`config.mk`:
```
export PLATFORM = sky130hd
export DESIGN_NAME = pfp_pin_config
export DESIGN_NICKNAME = d
export VERILOG_FILES = /design/src/pkg/pfp_pkg.sv /design/src/design/pfp_pwm.sv /design/src/design/pfp_hold_timer.sv /design/src/design/pfp_pin_config.sv
export VERILOG_INCLUDE_DIRS = /design/src /design/src/pkg
export SDC_FILE = /design/constraint.sdc
export NUM_CORES = 1
export LEC_CHECK = 0
export BUFFER_PORTS_ARGS = -buffer_cell sky130_fd_sc_hd__buf_2
export CAP_MARGIN = 40
export CORE_ASPECT_RATIO = 0.75
export CORE_MARGIN = 10
export CORE_UTILIZATION = 30
export CTS_CLUSTER_SIZE = 30
export DETAILED_ROUTE_END_ITERATION = 8
export GPL_TIMING_DRIVEN = 0
export PLACE_DENSITY = 0.48
export SETUP_SLACK_MARGIN = 0.1
export SYNTH_ARGS = -nofsm -noshare
export SYNTH_HDL_FRONTEND = slang
export SYNTH_SLANG_ARGS = --single-unit
```
`constraint.sdc`:
```
create_clock -name clk -period 3.9 [get_ports clk]
set_input_delay 0.39 -clock clk [delete_from_list [all_inputs] [get_ports clk]]
set_output_delay 0.39 -clock clk [all_outputs]
set_load 0.02 [all_outputs]
```
`src/pkg/pfp_consts.svh`:
```
// constants of the pin function and pwm configuration block
// assumes a 50 MHz system clock; included by the package file only, the modules do not include it
`ifndef PFP_CONSTS_SVH
`define PFP_CONSTS_SVH

// pin selector codes
`define PFP_SEL_DISABLED  3'h0
`define PFP_SEL_FUNC      3'h1
`define PFP_SEL_PWM       3'h2
`define PFP_SEL_INPUT     3'h3
`define PFP_SEL_OUT_LOW   3'h4
`define PFP_SEL_OUT_HIGH  3'h5

// reset values
`define PFP_RST_SEL_SLEEP_RQ  3'h1
`define PFP_RST_SEL_SLEEP_IND 3'h1
`define PFP_RST_SEL_LINE10    3'h1
`define PFP_RST_SEL_LINE11    3'h0
`define PFP_RST_SEL_LINE12    3'h0
`define PFP_RST_PULL          20'h0ffff
`define PFP_RST_DUTY          10'h000
`define PFP_RST_HOLD          8'h28
`define PFP_HOLD_FOREVER      8'hff
`define PFP_TH_MASK_HI        4'h0

// command register select codes
`define PFP_REG_SEL_SLEEP_RQ  4'h0
`define PFP_REG_SEL_SLEEP_IND 4'h1
`define PFP_REG_SEL_LINE10    4'h2
`define PFP_REG_SEL_LINE11    4'h3
`define PFP_REG_SEL_LINE12    4'h4
`define PFP_REG_PULL_EN       4'h5
`define PFP_REG_PULL_DIR      4'h6
`define PFP_REG_LEVEL         4'h7
`define PFP_REG_DUTY0         4'h8
`define PFP_REG_DUTY1         4'h9
`define PFP_REG_HOLD          4'ha
`define PFP_REG_STATUS        4'hb

// timing
`define PFP_CLK_PERIOD_NS     20
`define PFP_PWM_PERIOD_NS     64000
`define PFP_PWM_PERIOD_CYCLES ((`PFP_PWM_PERIOD_NS) / (`PFP_CLK_PERIOD_NS))
`define PFP_PWM_STEPS         13'h03ff
`define PFP_PWM_LAST_STEP     10'h3fe
`define PFP_HOLD_UNIT_NS      100000000
`define PFP_HOLD_UNIT_CYCLES  ((`PFP_HOLD_UNIT_NS) / (`PFP_CLK_PERIOD_NS))

`endif

```
`src/pkg/pfp_pkg.sv`:
```
// types of the pin function and pwm configuration block
// assumes pfp_consts.svh is on the include path
`include "pfp_consts.svh"
package pfp_pkg;
  typedef logic [2:0] pfp_sel_t;
  typedef logic [9:0] pfp_duty_t;
  typedef enum logic [3:0] {
    PFP_REG_SEL_SLEEP_RQ  = `PFP_REG_SEL_SLEEP_RQ,
    PFP_REG_SEL_SLEEP_IND = `PFP_REG_SEL_SLEEP_IND,
    PFP_REG_SEL_LINE10    = `PFP_REG_SEL_LINE10,
    PFP_REG_SEL_LINE11    = `PFP_REG_SEL_LINE11,
    PFP_REG_SEL_LINE12    = `PFP_REG_SEL_LINE12,
    PFP_REG_PULL_EN       = `PFP_REG_PULL_EN,
    PFP_REG_PULL_DIR      = `PFP_REG_PULL_DIR,
    PFP_REG_LEVEL         = `PFP_REG_LEVEL,
    PFP_REG_DUTY0         = `PFP_REG_DUTY0,
    PFP_REG_DUTY1         = `PFP_REG_DUTY1,
    PFP_REG_HOLD          = `PFP_REG_HOLD,
    PFP_REG_STATUS        = `PFP_REG_STATUS
  } pfp_reg_t;
endpackage

```
`src/design/pfp_pwm.sv`:
```
// one pwm channel: compares a shared step count against its duty
// assumes the step count and period start come from one shared divider
`timescale 1ns/1ps
module pfp_pwm
  import pfp_pkg::*;
(
  input  wire logic      clk,
  input  wire logic      reset,
  input  wire logic      period_start,
  input  wire logic [9:0] step,
  input  wire pfp_duty_t duty,
  output logic           pwm_out
);
  pfp_duty_t duty_live;

  // duty taken only at a period edge, so no runt pulses on a change
  always_ff @(posedge clk) begin
    if (reset) begin
      duty_live <= `PFP_RST_DUTY;
    end else if (period_start) begin
      duty_live <= duty;
    end
  end

  always_ff @(posedge clk) begin
    if (reset) begin
      pwm_out <= 1'b0;
    end else begin
      pwm_out <= (step < duty_live);
    end
  end
endmodule

```
`src/design/pfp_hold_timer.sv`:
```
// hold timer of the signal strength pwm output, in tenths of a second
// assumes start is a one-cycle pulse per received packet
`timescale 1ns/1ps
module pfp_hold_timer
  import pfp_pkg::*;
#(
  parameter int TENTH_CYCLES = `PFP_HOLD_UNIT_CYCLES
)
(
  input  wire logic       clk,
  input  wire logic       reset,
  input  wire logic       start,
  input  wire logic [7:0] hold_value,
  output logic            active
);
  logic [22:0] div;
  logic [7:0]  count;
  logic        tick;

  assign tick = (div == 23'(TENTH_CYCLES - 1));

  // reload per packet, count down
  // divider restarts on each packet so the hold is exact to a cycle
  always_ff @(posedge clk) begin
    if (reset) begin
      div   <= 23'h0;
      count <= 8'h00;
    end else if (start) begin
      div   <= 23'h0;
      count <= hold_value;
    end else if (count != 8'h00) begin
      div <= tick ? 23'h0 : div + 23'h1;
      if (tick) begin
        count <= count - 8'h01;
      end
    end
  end

  assign active = (hold_value == `PFP_HOLD_FOREVER) || (count != 8'h00);
endmodule

```
`src/design/pfp_pin_config.sv`:
```
// pin function, pull resistor and pwm configuration for five i/o lines
// assumes command writes come from the host command layer on clk, and
// that pad inputs and the variant strap arrive from outside the domain
`timescale 1ns/1ps
module pfp_pin_config
  import pfp_pkg::*;
#(
  parameter int HOLD_UNIT_CYCLES = `PFP_HOLD_UNIT_CYCLES
)
(
  input  wire logic        clk,
  input  wire logic        reset,
  input  wire logic        cmd_write,
  input  wire pfp_reg_t    cmd_reg,
  input  wire logic [19:0] cmd_data,
  input  wire logic        cmd_apply,
  output logic             cmd_reject,
  input  wire pfp_reg_t    rd_reg,
  output logic [19:0]      rd_data,
  input  wire logic        variant_through_hole,
  input  wire logic        asleep,
  output logic             sleep_request_input,
  input  wire logic        rx_packet,
  input  wire logic [6:0]  rx_power_mag,
  input  wire logic        lp_source_valid,
  input  wire logic        lp_sample_valid,
  input  wire pfp_duty_t   lp_sample_data,
  input  wire logic        spi_peripheral_dout,
  input  wire logic [4:0]  line_in,
  output logic [4:0]       line_out,
  output logic [4:0]       line_oe,
  output logic [19:0]      dio_pull_enable,
  output logic [19:0]      dio_pull_up,
  output logic [7:0]       level_map
);
  // mask bit to dio line number
  localparam int unsigned DIO_OF_BIT [20] = '{4, 3, 2, 1, 0, 6, 8, 14, 5,
    9, 12, 10, 11, 7, 13, 15, 16, 17, 18, 19};
  localparam int OWN_BASE = 8;           // our lines are dio 8 to 12

  pfp_sel_t    sleep_request_pin_select;
  pfp_sel_t    sleep_indicator_pin_select;
  pfp_sel_t    line10_pin_select;
  pfp_sel_t    line11_pin_select;
  pfp_sel_t    line12_pin_select;
  logic [19:0] pull_enable_mask;
  logic [19:0] pull_polarity_mask;
  logic [7:0]  output_level_map;
  pfp_duty_t   pwm_ch0_duty;
  pfp_duty_t   pwm_ch1_duty;
  logic [7:0]  signal_strength_hold_timer;
  pfp_sel_t    sel [5];
  pfp_duty_t   duty_a;
  pfp_duty_t   duty_b;
  pfp_duty_t   signal_strength_duty;
  logic [4:0]  line_level;
  logic [4:0]  line_meta;
  logic [4:0]  line_sync;
  logic        th_meta;
  logic        th_sync;
  logic        write_ok;
  logic [2:0]  wcode;
  logic        code_ok;
  logic [11:0] acc;
  logic [12:0] acc_sum;
  logic        step_en;
  logic [9:0]  step;
  logic        period_start;
  logic        pwm_channel_a;
  logic        pwm_channel_b;
  logic        signal_strength_pwm;
  logic        hold_active;
  logic        pass_a;
  logic        pass_b;
  logic [4:0]  next_out;
  logic [4:0]  next_oe;
  logic [19:0] next_pull_en;
  logic [19:0] next_pull_up;

  // pads and strap cross into the clock domain through two flops
  always_ff @(posedge clk) begin
    if (reset) begin
      line_meta <= 5'h00;
      line_sync <= 5'h00;
      th_meta   <= 1'b0;
      th_sync   <= 1'b0;
    end else begin
      line_meta <= line_in;
      line_sync <= line_meta;
      th_meta   <= variant_through_hole;
      th_sync   <= th_meta;
    end
  end

  assign sel[0] = sleep_request_pin_select;
  assign sel[1] = sleep_indicator_pin_select;
  assign sel[2] = line10_pin_select;
  assign sel[3] = line11_pin_select;
  assign sel[4] = line12_pin_select;
  assign wcode   = cmd_data[2:0];
  assign code_ok = (cmd_data[19:3] == 17'h0);

  always_comb begin
    write_ok = 1'b0;
    case (cmd_reg)
      PFP_REG_SEL_SLEEP_RQ, PFP_REG_SEL_SLEEP_IND:
        write_ok = code_ok && wcode <= `PFP_SEL_OUT_HIGH
                   && wcode != `PFP_SEL_PWM;
      PFP_REG_SEL_LINE10:
        write_ok = code_ok && wcode <= `PFP_SEL_OUT_HIGH;
      PFP_REG_SEL_LINE11:
        write_ok = code_ok && wcode <= `PFP_SEL_OUT_HIGH
                   && wcode != `PFP_SEL_FUNC;
      PFP_REG_SEL_LINE12:
        write_ok = code_ok && wcode <= `PFP_SEL_OUT_HIGH
                   && wcode != `PFP_SEL_PWM
                   && (wcode != `PFP_SEL_FUNC || th_sync);
      PFP_REG_PULL_EN, PFP_REG_PULL_DIR:
        write_ok = !th_sync || cmd_data[19:16] == `PFP_TH_MASK_HI;
      PFP_REG_LEVEL, PFP_REG_HOLD:
        write_ok = (cmd_data[19:8] == 12'h0);
      PFP_REG_DUTY0, PFP_REG_DUTY1:
        write_ok = (cmd_data[19:10] == 10'h0);
      default:
        write_ok = 1'b0;
    endcase
  end

  always_ff @(posedge clk) begin
    if (reset) begin
      cmd_reject <= 1'b0;
    end else begin
      cmd_reject <= cmd_write && !write_ok;
    end
  end

  always_ff @(posedge clk) begin
    if (reset) begin
      sleep_request_pin_select   <= `PFP_RST_SEL_SLEEP_RQ;
      sleep_indicator_pin_select <= `PFP_RST_SEL_SLEEP_IND;
      line10_pin_select          <= `PFP_RST_SEL_LINE10;
      line11_pin_select          <= `PFP_RST_SEL_LINE11;
      line12_pin_select          <= `PFP_RST_SEL_LINE12;
    end else if (cmd_write && write_ok) begin
      case (cmd_reg)
        PFP_REG_SEL_SLEEP_RQ:  sleep_request_pin_select   <= wcode;
        PFP_REG_SEL_SLEEP_IND: sleep_indicator_pin_select <= wcode;
        PFP_REG_SEL_LINE10:    line10_pin_select          <= wcode;
        PFP_REG_SEL_LINE11:    line11_pin_select          <= wcode;
        PFP_REG_SEL_LINE12:    line12_pin_select          <= wcode;
        default: ;
      endcase
    end
  end

  always_ff @(posedge clk) begin
    if (reset) begin
      pull_enable_mask   <= `PFP_RST_PULL;
      pull_polarity_mask <= `PFP_RST_PULL;
    end else if (cmd_write && write_ok) begin
      if (cmd_reg == PFP_REG_PULL_EN) begin
        pull_enable_mask <= cmd_data;
      end
      if (cmd_reg == PFP_REG_PULL_DIR) begin
        pull_polarity_mask <= cmd_data;
      end
    end
  end

  // level of each output line
  // a selector write of low or high seeds the level it then holds
  always_ff @(posedge clk) begin
    if (reset) begin
      output_level_map <= 8'h00;
      line_level       <= 5'h00;
    end else if (cmd_write && write_ok) begin
      if (cmd_reg == PFP_REG_LEVEL) begin
        output_level_map <= cmd_data[7:0];
        for (int i = 0; i < 5; i++) begin
          if (sel[i] == `PFP_SEL_OUT_LOW || sel[i] == `PFP_SEL_OUT_HIGH) begin
            line_level[i] <= cmd_data[i];
          end
        end
      end else if (cmd_reg <= PFP_REG_SEL_LINE12) begin
        line_level[cmd_reg[2:0]] <= (wcode == `PFP_SEL_OUT_HIGH);
      end
    end
  end
  assign level_map = output_level_map;

  always_ff @(posedge clk) begin
    if (reset) begin
      pwm_ch0_duty               <= `PFP_RST_DUTY;
      pwm_ch1_duty               <= `PFP_RST_DUTY;
      signal_strength_hold_timer <= `PFP_RST_HOLD;
    end else begin
      if (cmd_write && write_ok) begin
        case (cmd_reg)
          PFP_REG_DUTY0: pwm_ch0_duty               <= cmd_data[9:0];
          PFP_REG_DUTY1: pwm_ch1_duty               <= cmd_data[9:0];
          PFP_REG_HOLD:  signal_strength_hold_timer <= cmd_data[7:0];
          default: ;
        endcase
      end
      // so a later apply does not revert it
      if (pass_a) begin
        pwm_ch0_duty <= lp_sample_data;
      end
      if (pass_b) begin
        pwm_ch1_duty <= lp_sample_data;
      end
    end
  end

  assign pass_a = lp_source_valid && lp_sample_valid
                  && line10_pin_select == `PFP_SEL_PWM;
  assign pass_b = lp_source_valid && lp_sample_valid
                  && line11_pin_select == `PFP_SEL_PWM;

  // duty takes effect on apply
  // a passed sample is newer than a staged value, so it wins a tie
  always_ff @(posedge clk) begin
    if (reset) begin
      duty_a <= `PFP_RST_DUTY;
      duty_b <= `PFP_RST_DUTY;
    end else begin
      if (pass_a) begin
        duty_a <= lp_sample_data;
      end else if (cmd_apply) begin
        duty_a <= pwm_ch0_duty;
      end
      if (pass_b) begin
        duty_b <= lp_sample_data;
      end else if (cmd_apply) begin
        duty_b <= pwm_ch1_duty;
      end
    end
  end

  // packet power sets duty
  // weaker packets (larger magnitude) give a shorter high time
  always_ff @(posedge clk) begin
    if (reset) begin
      signal_strength_duty <= `PFP_RST_DUTY;
    end else if (rx_packet) begin
      signal_strength_duty <= 10'h3ff - {rx_power_mag, 3'b000};
    end
  end

  // 1023 steps per 64 us
  // fractional accumulator spreads 1023 steps evenly over the period
  assign acc_sum = {1'b0, acc} + `PFP_PWM_STEPS;
  assign step_en = (acc_sum >= 13'(`PFP_PWM_PERIOD_CYCLES));
  assign period_start = step_en && (step == `PFP_PWM_LAST_STEP);
  always_ff @(posedge clk) begin
    if (reset) begin
      acc  <= 12'h000;
      step <= 10'h000;
    end else begin
      acc <= step_en ? 12'(acc_sum - 13'(`PFP_PWM_PERIOD_CYCLES))
                     : acc_sum[11:0];
      if (step_en) begin
        step <= period_start ? 10'h000 : step + 10'h001;
      end
    end
  end

  pfp_pwm u_pwm_a (
    .clk          (clk),
    .reset        (reset),
    .period_start (period_start),
    .step         (step),
    .duty         (duty_a),
    .pwm_out      (pwm_channel_a)
  );

  pfp_pwm u_pwm_b (
    .clk          (clk),
    .reset        (reset),
    .period_start (period_start),
    .step         (step),
    .duty         (duty_b),
    .pwm_out      (pwm_channel_b)
  );

  pfp_pwm u_pwm_strength (
    .clk          (clk),
    .reset        (reset),
    .period_start (period_start),
    .step         (step),
    .duty         (signal_strength_duty),
    .pwm_out      (signal_strength_pwm)
  );

  pfp_hold_timer #(
    .TENTH_CYCLES (HOLD_UNIT_CYCLES)
  ) u_hold (
    .clk        (clk),
    .reset      (reset),
    .start      (rx_packet),
    .hold_value (signal_strength_hold_timer),
    .active     (hold_active)
  );

  // drive of each line from its selector
  always_comb begin
    next_out = 5'h00;
    next_oe  = 5'h00;
    for (int i = 0; i < 5; i++) begin
      if (sel[i] == `PFP_SEL_OUT_LOW || sel[i] == `PFP_SEL_OUT_HIGH) begin
        next_oe[i]  = 1'b1;
        next_out[i] = line_level[i];
      end
    end
    if (sleep_indicator_pin_select == `PFP_SEL_FUNC) begin
      next_oe[1]  = 1'b1;
      next_out[1] = !asleep;
    end
    if (line10_pin_select == `PFP_SEL_FUNC) begin
      next_oe[2]  = 1'b1;
      next_out[2] = signal_strength_pwm && hold_active;
    end
    if (line10_pin_select == `PFP_SEL_PWM) begin
      next_oe[2]  = 1'b1;
      next_out[2] = pwm_channel_a;
    end
    if (line11_pin_select == `PFP_SEL_PWM) begin
      next_oe[3]  = 1'b1;
      next_out[3] = pwm_channel_b;
    end
    if (line12_pin_select == `PFP_SEL_FUNC) begin
      next_oe[4]  = 1'b1;
      next_out[4] = spi_peripheral_dout;
    end
  end

  always_comb begin
    next_pull_en = 20'h00000;
    next_pull_up = 20'h00000;
    for (int b = 0; b < 20; b++) begin
      next_pull_en[DIO_OF_BIT[b]] = pull_enable_mask[b];
      next_pull_up[DIO_OF_BIT[b]] = pull_polarity_mask[b];
    end
    for (int i = 0; i < 5; i++) begin
      if (sel[i] != `PFP_SEL_DISABLED && sel[i] != `PFP_SEL_INPUT) begin
        next_pull_en[OWN_BASE + i] = 1'b0;
        next_pull_up[OWN_BASE + i] = 1'b0;
      end
    end
  end

  // sleep request floats asleep
  // pad outputs registered so the pins never glitch on selector decode
  always_ff @(posedge clk) begin
    if (reset) begin
      line_out            <= 5'h00;
      line_oe             <= 5'h00;
      dio_pull_enable     <= `PFP_RST_PULL;
      dio_pull_up         <= `PFP_RST_PULL;
      sleep_request_input <= 1'b0;
    end else begin
      line_out        <= next_out;
      line_oe         <= next_oe;
      dio_pull_enable <= next_pull_en;
      dio_pull_up     <= next_pull_up;
      sleep_request_input <=
        (sleep_request_pin_select == `PFP_SEL_FUNC) && line_sync[0];
    end
  end

  // readback of settings and own state; write-only map reads zero
  always_ff @(posedge clk) begin
    if (reset) begin
      rd_data <= 20'h00000;
    end else begin
      case (rd_reg)
        PFP_REG_SEL_SLEEP_RQ:  rd_data <= 20'(sleep_request_pin_select);
        PFP_REG_SEL_SLEEP_IND: rd_data <= 20'(sleep_indicator_pin_select);
        PFP_REG_SEL_LINE10:    rd_data <= 20'(line10_pin_select);
        PFP_REG_SEL_LINE11:    rd_data <= 20'(line11_pin_select);
        PFP_REG_SEL_LINE12:    rd_data <= 20'(line12_pin_select);
        PFP_REG_PULL_EN:       rd_data <= pull_enable_mask;
        PFP_REG_PULL_DIR:      rd_data <= pull_polarity_mask;
        PFP_REG_DUTY0:         rd_data <= 20'(pwm_ch0_duty);
        PFP_REG_DUTY1:         rd_data <= 20'(pwm_ch1_duty);
        PFP_REG_HOLD:          rd_data <= 20'(signal_strength_hold_timer);
        PFP_REG_STATUS:        rd_data <= 20'({hold_active, th_sync,
                                               line_sync});
        default:               rd_data <= 20'h00000;
      endcase
    end
  end
endmodule

```
* Word-level counts from Yosys, hierarchy flattened
Index checks and enable logic that the tools add are counted.
** Storage, ports and cells
- Output and inout bits :: 80
- Word-level logic and storage cells :: 238
- Register bits :: 296
- Input bits :: 60
** Operators by class
- Reduce and logical (&&, ||, !) cells :: 73
- Order comparisons :: 8
- Bitwise operators :: 1
- Eq/ne operators :: 52
- Muxes and demuxes :: 57
- $add $sub $neg :: 6
** Operators by type and width (count)
- 20-bit one-hot mux with 11 select lines :: 1
- 10-bit 2-to-1 mux :: 11
- 1-bit 2-to-1 mux :: 35
- 3-bit equality test, second input constant :: 11
- 10-bit < comparator :: 3
- 4-bit by 3-bit equality test with 1-bit output, second input constant :: 7
- 4-bit equality test, second input constant :: 7
- 8-bit 2-to-1 mux :: 3
- 2-bit AND reduction :: 12
- 23-bit by 1-bit adder with 23-bit output, second input constant :: 1
- 23-bit equality test, second input constant :: 1
- 23-bit 2-to-1 mux :: 1
- 1-bit logical AND :: 18
- 3-bit by 2-bit inequality test with 1-bit output, second input constant :: 6
- 2-bit nonzero test :: 9
- 17-bit zero test :: 1
- 4-bit by 2-bit equality test with 1-bit output, second input constant :: 4
- 3-bit AND reduction :: 5
- 3-bit nonzero test :: 5
- 12-bit by 10-bit adder with 13-bit output, second input constant :: 1
- 13-bit by 12-bit greater-or-equal comparator with 1-bit output, second input constant :: 1
- 3-bit by 1-bit equality test with 1-bit output, second input constant :: 4
- 12-bit zero test :: 1
- 4-bit zero test :: 3
- 25 further kinds :: 46

* Longest topological paths before layout
- Depth after elaboration :: 8
- Mapped depth :: 13
- Gate-level depth less buffers :: 10

* By module
A second synthesis with hierarchy kept.
** Unflattened totals
- Cell total of the unflattened synthesis :: 1393
- Area, all modules :: 12812.3 sq um
** By module, submodules not included
- pfp_pin_config :: times used 1, sequential area each 4604.4 sq um, area each 9441.6 sq um, cells each 1007
- pfp_pwm :: times used 3, sequential area each 220.2 sq um, area each 593.1 sq um, cells each 65
- pfp_hold_timer :: times used 1, sequential area each 620.6 sq um, area each 1591.5 sq um, cells each 191

* Worst setup path after synthesis
OpenSTA, ideal clock, no wires.
- Kind :: input -> register
- Start :: input cmd_data[16]
- End :: register pull_enable_mask[6]
- Path buffers :: 3
- Data required time :: 3.778 ns
- Setup slack :: 1.031 ns
- Library setup time :: 0.122 ns
- Arrival :: 2.747 ns
- Stages on the path :: 10
- Path through :: or4_1 -> or3_1 -> a2111oi_2 -> a21oi_1 -> buf_2 -> or3_1 -> buf_2 -> buf_2 -> nor3_1 -> a21oi_1
** Between the ends
- Longest elaborated chain between the ends :: 7
- Elaborated cells on any way between the ends :: 12
- Those cells by class :: mux (1); reduce/logical (11)
** Ends and longest elaborated chain
- start, declared :: RTL line pfp_pin_config.sv:15 : input wire logic [19:0] cmd_data,
- 17-bit zero test :: RTL line pfp_pin_config.sv:101 : assign code_ok = (cmd_data[19:3] == 17'h0);
- 1-bit logical AND (no source line) (2 in a row)
- 1-bit logical AND :: RTL line pfp_pin_config.sv:115 : write_ok = code_ok && wcode <= `PFP_SEL_OUT_HIGH
- 1-bit one-hot mux with 7 select lines (*) :: RTL line pfp_pin_config.sv:105 : case (cmd_reg)
- 1-bit logical AND (*) :: RTL line pfp_pin_config.sv:160 : end else if (cmd_write && write_ok) begin
- 2-bit AND reduction (no source line) (*)
- end signal, assigned :: RTL line pfp_pin_config.sv:158 : pull_enable_mask <= `PFP_RST_PULL;
- end signal, assigned :: RTL line pfp_pin_config.sv:162 : pull_enable_mask <= cmd_data;
- end, declared :: RTL line pfp_pin_config.sv:46 : logic [19:0] pull_enable_mask;
Mark *: on every way between the ends. The rest lies on a longest branch, timed or not.
A chain may end at the register's enable or synchronous reset.

* Final worst setup path
- Start :: register acc[0]
- End :: register u_pwm_b.duty_live[2]
** Between the ends
- Longest elaborated chain between the ends :: 3
** Ends and longest elaborated chain
- start, declared :: RTL line pfp_pin_config.sv:64 : logic [11:0] acc;
- start signal, assigned :: RTL line pfp_pin_config.sv:260 : acc <= step_en ? 12'(acc_sum - 13'(`PFP_PWM_PERIOD_CYCLES))
- 12-bit by 10-bit adder with 13-bit output (no source line)
- net acc_sum[0] :: RTL line pfp_pin_config.sv:65 : logic [12:0] acc_sum;
- 13-bit by 12-bit greater-or-equal comparator with 1-bit output :: RTL line pfp_pin_config.sv:253 : assign step_en = (acc_sum >= 13'(`PFP_PWM_PERIOD_CYCLES));
- 1-bit logical AND :: RTL line pfp_pin_config.sv:254 : assign period_start = step_en && (step == `PFP_PWM_LAST_STEP);
- end signal, assigned :: RTL line pfp_pwm.sv:19 : duty_live <= `PFP_RST_DUTY;
- end signal, assigned :: RTL line pfp_pwm.sv:21 : duty_live <= duty;
- end, declared :: RTL line pfp_pwm.sv:14 : pfp_duty_t duty_live;
The timed path passes the listed nets, and every way through them passes these cells.

==> out/metrics.yaml <==
placement:
  gp_congestion: 0.858
  dpl-instance-area_mm2: 0.0138
  place_inst: 2084
  portBuffers: 131
  dp_hpwl_um: 31100
synth:
  yosys_warnings: 0
  syn_nets: 1516
  async_flop_share_pct: 0
  netlist_top_cells_area: "dfxtp_1 (47%), mux2i_1 (7.8%), a21oi_1 (5.8%), nor2_1 (5.5%), nand2_1 (3.8%)"
  synth_ff_type: "dfxtp_1"
  synth_seq_cells: 292
  synth-edff-count: 0
  yosysTopAreaCell: "dfxtp_1"
  ys_types: 64
  syn_inst: 1422
  syn_area_mm2: 0.0124
  seq_area_frac_synth_pct: 47.0
  syn_area_per_cell_um2: 8.75
  synth_top_area_share_pct: 47.0
clock_tree:
  post_cts_buffers: 0
  ctsHoldBuffers: 0
  clk_path_buf_depth: 3
  cts_resized: 0
  cts_made_buffers: 34
  htree_num_levels: 2
  clkSlewWorstSetupHoldPaths_ns: 0.06
  clock_latency_ns: 0.54
  clock-sinks: 292
  cts_tree: "yes"
  cts_root_buf: "clkbuf_16"
power_and_ir_drop:
  p_leak_nw: 5.68
  powerDensity_mw_per_mm2: 469
  vdd_ir_drop_max_mv: 0.256
  total_power_mw: 7.00
  pwr-share-clk_pct: 45.5
  seqPwrFrac_pct: 44.6
  p_switching_mw: 1.84
  pwr-share-comb_pct: 9.9
  power_switching_share_pct: 26.2
  p_int_mw: 5.17
critical_path:
  path_max_fanout: 10
  cpLargestDelayFamily: "buffers and inverters"
  worstRegToRegCells: 12
  path_buf_inv: 4
  rr_endpoint: "u_pwm_b.duty_live[2]$_SDFFE_PP0P_"
  worstSetupPathType: "reg -> reg"
  cpMaxStageDelayCell: "o311ai_2"
  slowest_delay_ns: 0.47
  end_kind: "register"
  arrival_ns: 3.65
  r2r_start: "acc[0]$_SDFF_PP0_"
  reg2reg_slack_ns: 0.70
  critical_path.cell_chain: "inv_1, ha_1, clkbuf_1, nor3b_1, xnor2_1, nand4_1, o311ai_2, and4_1, buf_2, buf_1, nand2_1, a21oi_1"
  cp_data_required_time_ns: 4.36
  cp-start-kind: "register"
cells_and_area:
  fin_cells: 2147
  nFillCells: 4278
  layout.nets: 1688
  design_area_mm2: 0.0149
  multi_input_area_mm2: 0.00601
  area_growth_pct: 19.9
  regArea_mm2: 0.00585
  post_route_cells_drive_above_1_share_pct: 13.7
  diodes: 0
route:
  routedWlPerCell_um: 19.3
  viasPerCell: 4.97
  wl_um: 41300
  ant_nets: 0
  drc_errors: 0
  drt_iter0_markers: 766
  vias: 10700
  dr.pass1.iters: 5
global_route:
  track_usage_pct: 16.1
  grt_pass1_vias: 10400
  overflow: 0
  antenna_found_initial: 1
  grt_first_pass_wirelength_um: 62600
  grt_max_degree: 16
sta:
  setup_viol: 0
  post-route-period-util_pct: 81.9
  drv_slew: 0
  slew_headroom_pct: 39.2
  fin_crit_ns: 3.20
  finalHoldViolations: 0
  rsz0062_at_grt: "false"
  whs_ns: 0.0469
  worst_slew_pin_slew_ns: 0.908
  timing.fmax_mhz: 313
  fin_skew_ns: 0.0286
  setup-tns-final_ns: 0
min_path:
  hold_start: "rx_power_mag[3]"
  whs_path_depth: 2
  hp-class: "in -> reg"
  min_to: "signal_strength_duty[6]$_SDFFE_PP0P_"
run:
  drv_cap: 0
floorplan:
  rows: 64
  io_pins: 140
  die-area_mm2: 0.0501
  die_w_um: 255
  initial_core_util_pct: 30.5
  die_h_um: 196
  core-area_mm2: 0.0408
outcome:
  status: "finished, final reports clean"
-- synthesized netlist by cell type, drive strengths merged, types with 5 or more instances --
cell and n:
nand2 126, a222oi 5, ha 34, nor2b 37, nand2b 8, and2 7, a21oi 144, a21o 12
nor2 183, a211oi 16, dfxtp 292, and3 6, a31oi 6, or3 11, buf 21, nand3 22
xnor2 15, inv 64, or4 6, o21ai 54, nor4 6, a22oi 13, nand3b 5, mux2i 97
nor3 55, a21boi 8, xor2 28, clkbuf 65, nand4 18, nor3b 9
-- layer usage --
metal	vias to the layer above	wire (µm)	track usage [%]	share of wire (%)
met1	5068	20900	23.7	51
met4	2	667	3.41	1.6
li1	5257	-	-	-
met2	283	17300	23.5	42
met3	57	2480	3.37	6.0
met5	-	7	0	0.017
-- cells by family after synthesis --
kind of cell,count (synthesis),synth area share (%)
AND/OR/NAND/NOR,522,20.5
flip-flops,292,47.0
AO/OA/AOI/OAI,281,13.2
buffers and inverters,150,4.79
multiplexers,100,8.08
XOR/XNOR,43,3.03
adder cells (fa/ha/maj),34,3.42
-- layout by cell type (no fill, tap or decap), drive strengths merged, types with 7 or more instances in the layout --
cell type	synthesis	routed
a21oi	144	144
nor2b	37	37
a22oi	13	13
dfxtp	292	292
nor2	183	183
a21o	12	12
xor2	28	28
nor3b	9	9
inv	64	68
nor3	55	55
a21boi	8	8
xnor2	15	15
nand3	22	22
or3	11	11
and2	7	7
ha	34	34
mux2i	97	97
nand2	126	126
clkbuf	65	113
nand2b	8	8
o21ai	54	54
nand4	18	18
a211oi	16	16
buf	21	157
-- power groups by stage --
stage	clock [mW]	combinational (mW)	sequential, mW
5_1_grt	3.38	0.769	3.13
2_1_floorplan	0	0.455	3.18
4_1_cts	3.26	0.689	3.12
6_report	3.19	0.694	3.12
3_5_place_dp	0	0.682	3.18
3_3_place_gp	0	0.678	3.18
-- state kept, by name, summed over array words and instances, names as in the netlist, 8 cells and up --
| name | count |
|---|---|
| acc | 12 |
| dio_pull_enable | 20 |
| dio_pull_up | 20 |
| duty_a | 10 |
| duty_b | 10 |
| level_map | 8 |
| pull_enable_mask | 20 |
| pull_polarity_mask | 20 |
| pwm_ch0_duty | 10 |
| pwm_ch1_duty | 10 |
| rd_data | 20 |
| signal_strength_duty | 8 |
| signal_strength_hold_timer | 8 |
| step | 10 |
| u_hold.count | 8 |
| u_hold.div | 23 |
| u_pwm_a.duty_live | 10 |
| u_pwm_b.duty_live | 10 |
| u_pwm_strength.duty_live | 8 |
-- through the flow --
step,utilization (%),setup slack [ns]
2_1_floorplan,-,1.03
3_3_place_gp,33.7,0.420
3_5_place_dp,33.7,0.408
4_1_cts,36.5,0.391
5_1_grt,36.5,0.244
6_report,36.5,0.704
-- worst max-delay path by stage --
stage | cells past startpoint | endpoint | slack, ns | startpoint
CTS | 11 | u_pwm_b.duty_live[4]$_SDFFE_PP0P_ | 0.39 | acc[2]$_SDFF_PP0_
global route | 12 | u_pwm_a.duty_live[8]$_SDFFE_PP0P_ | 0.24 | acc[2]$_SDFF_PP0_
finish | 12 | u_pwm_b.duty_live[2]$_SDFFE_PP0P_ | 0.70 | acc[0]$_SDFF_PP0_
global placement | 11 | pull_enable_mask[12]$_SDFFE_PP1P_ | 0.42 | cmd_data[16]
floorplan | 10 | pull_enable_mask[6]$_SDFFE_PP1P_ | 1.03 | cmd_data[16]
detailed placement | 11 | u_pwm_b.duty_live[4]$_SDFFE_PP0P_ | 0.41 | acc[2]$_SDFF_PP0_
-- area by class of cell --
class                           count  area share [%]
Multi-Input combinational cell    980            40.3
Sequential cell                   292            39.2
Clock buffer                       48            6.67
Timing Repair Buffer              136            4.63
Tap cell                          528            4.43
Buffer                             86            2.38
Inverter                           64            1.61
Clock inverter                     13           0.847
Note: power is estimated with default switching activity, not from simulation.
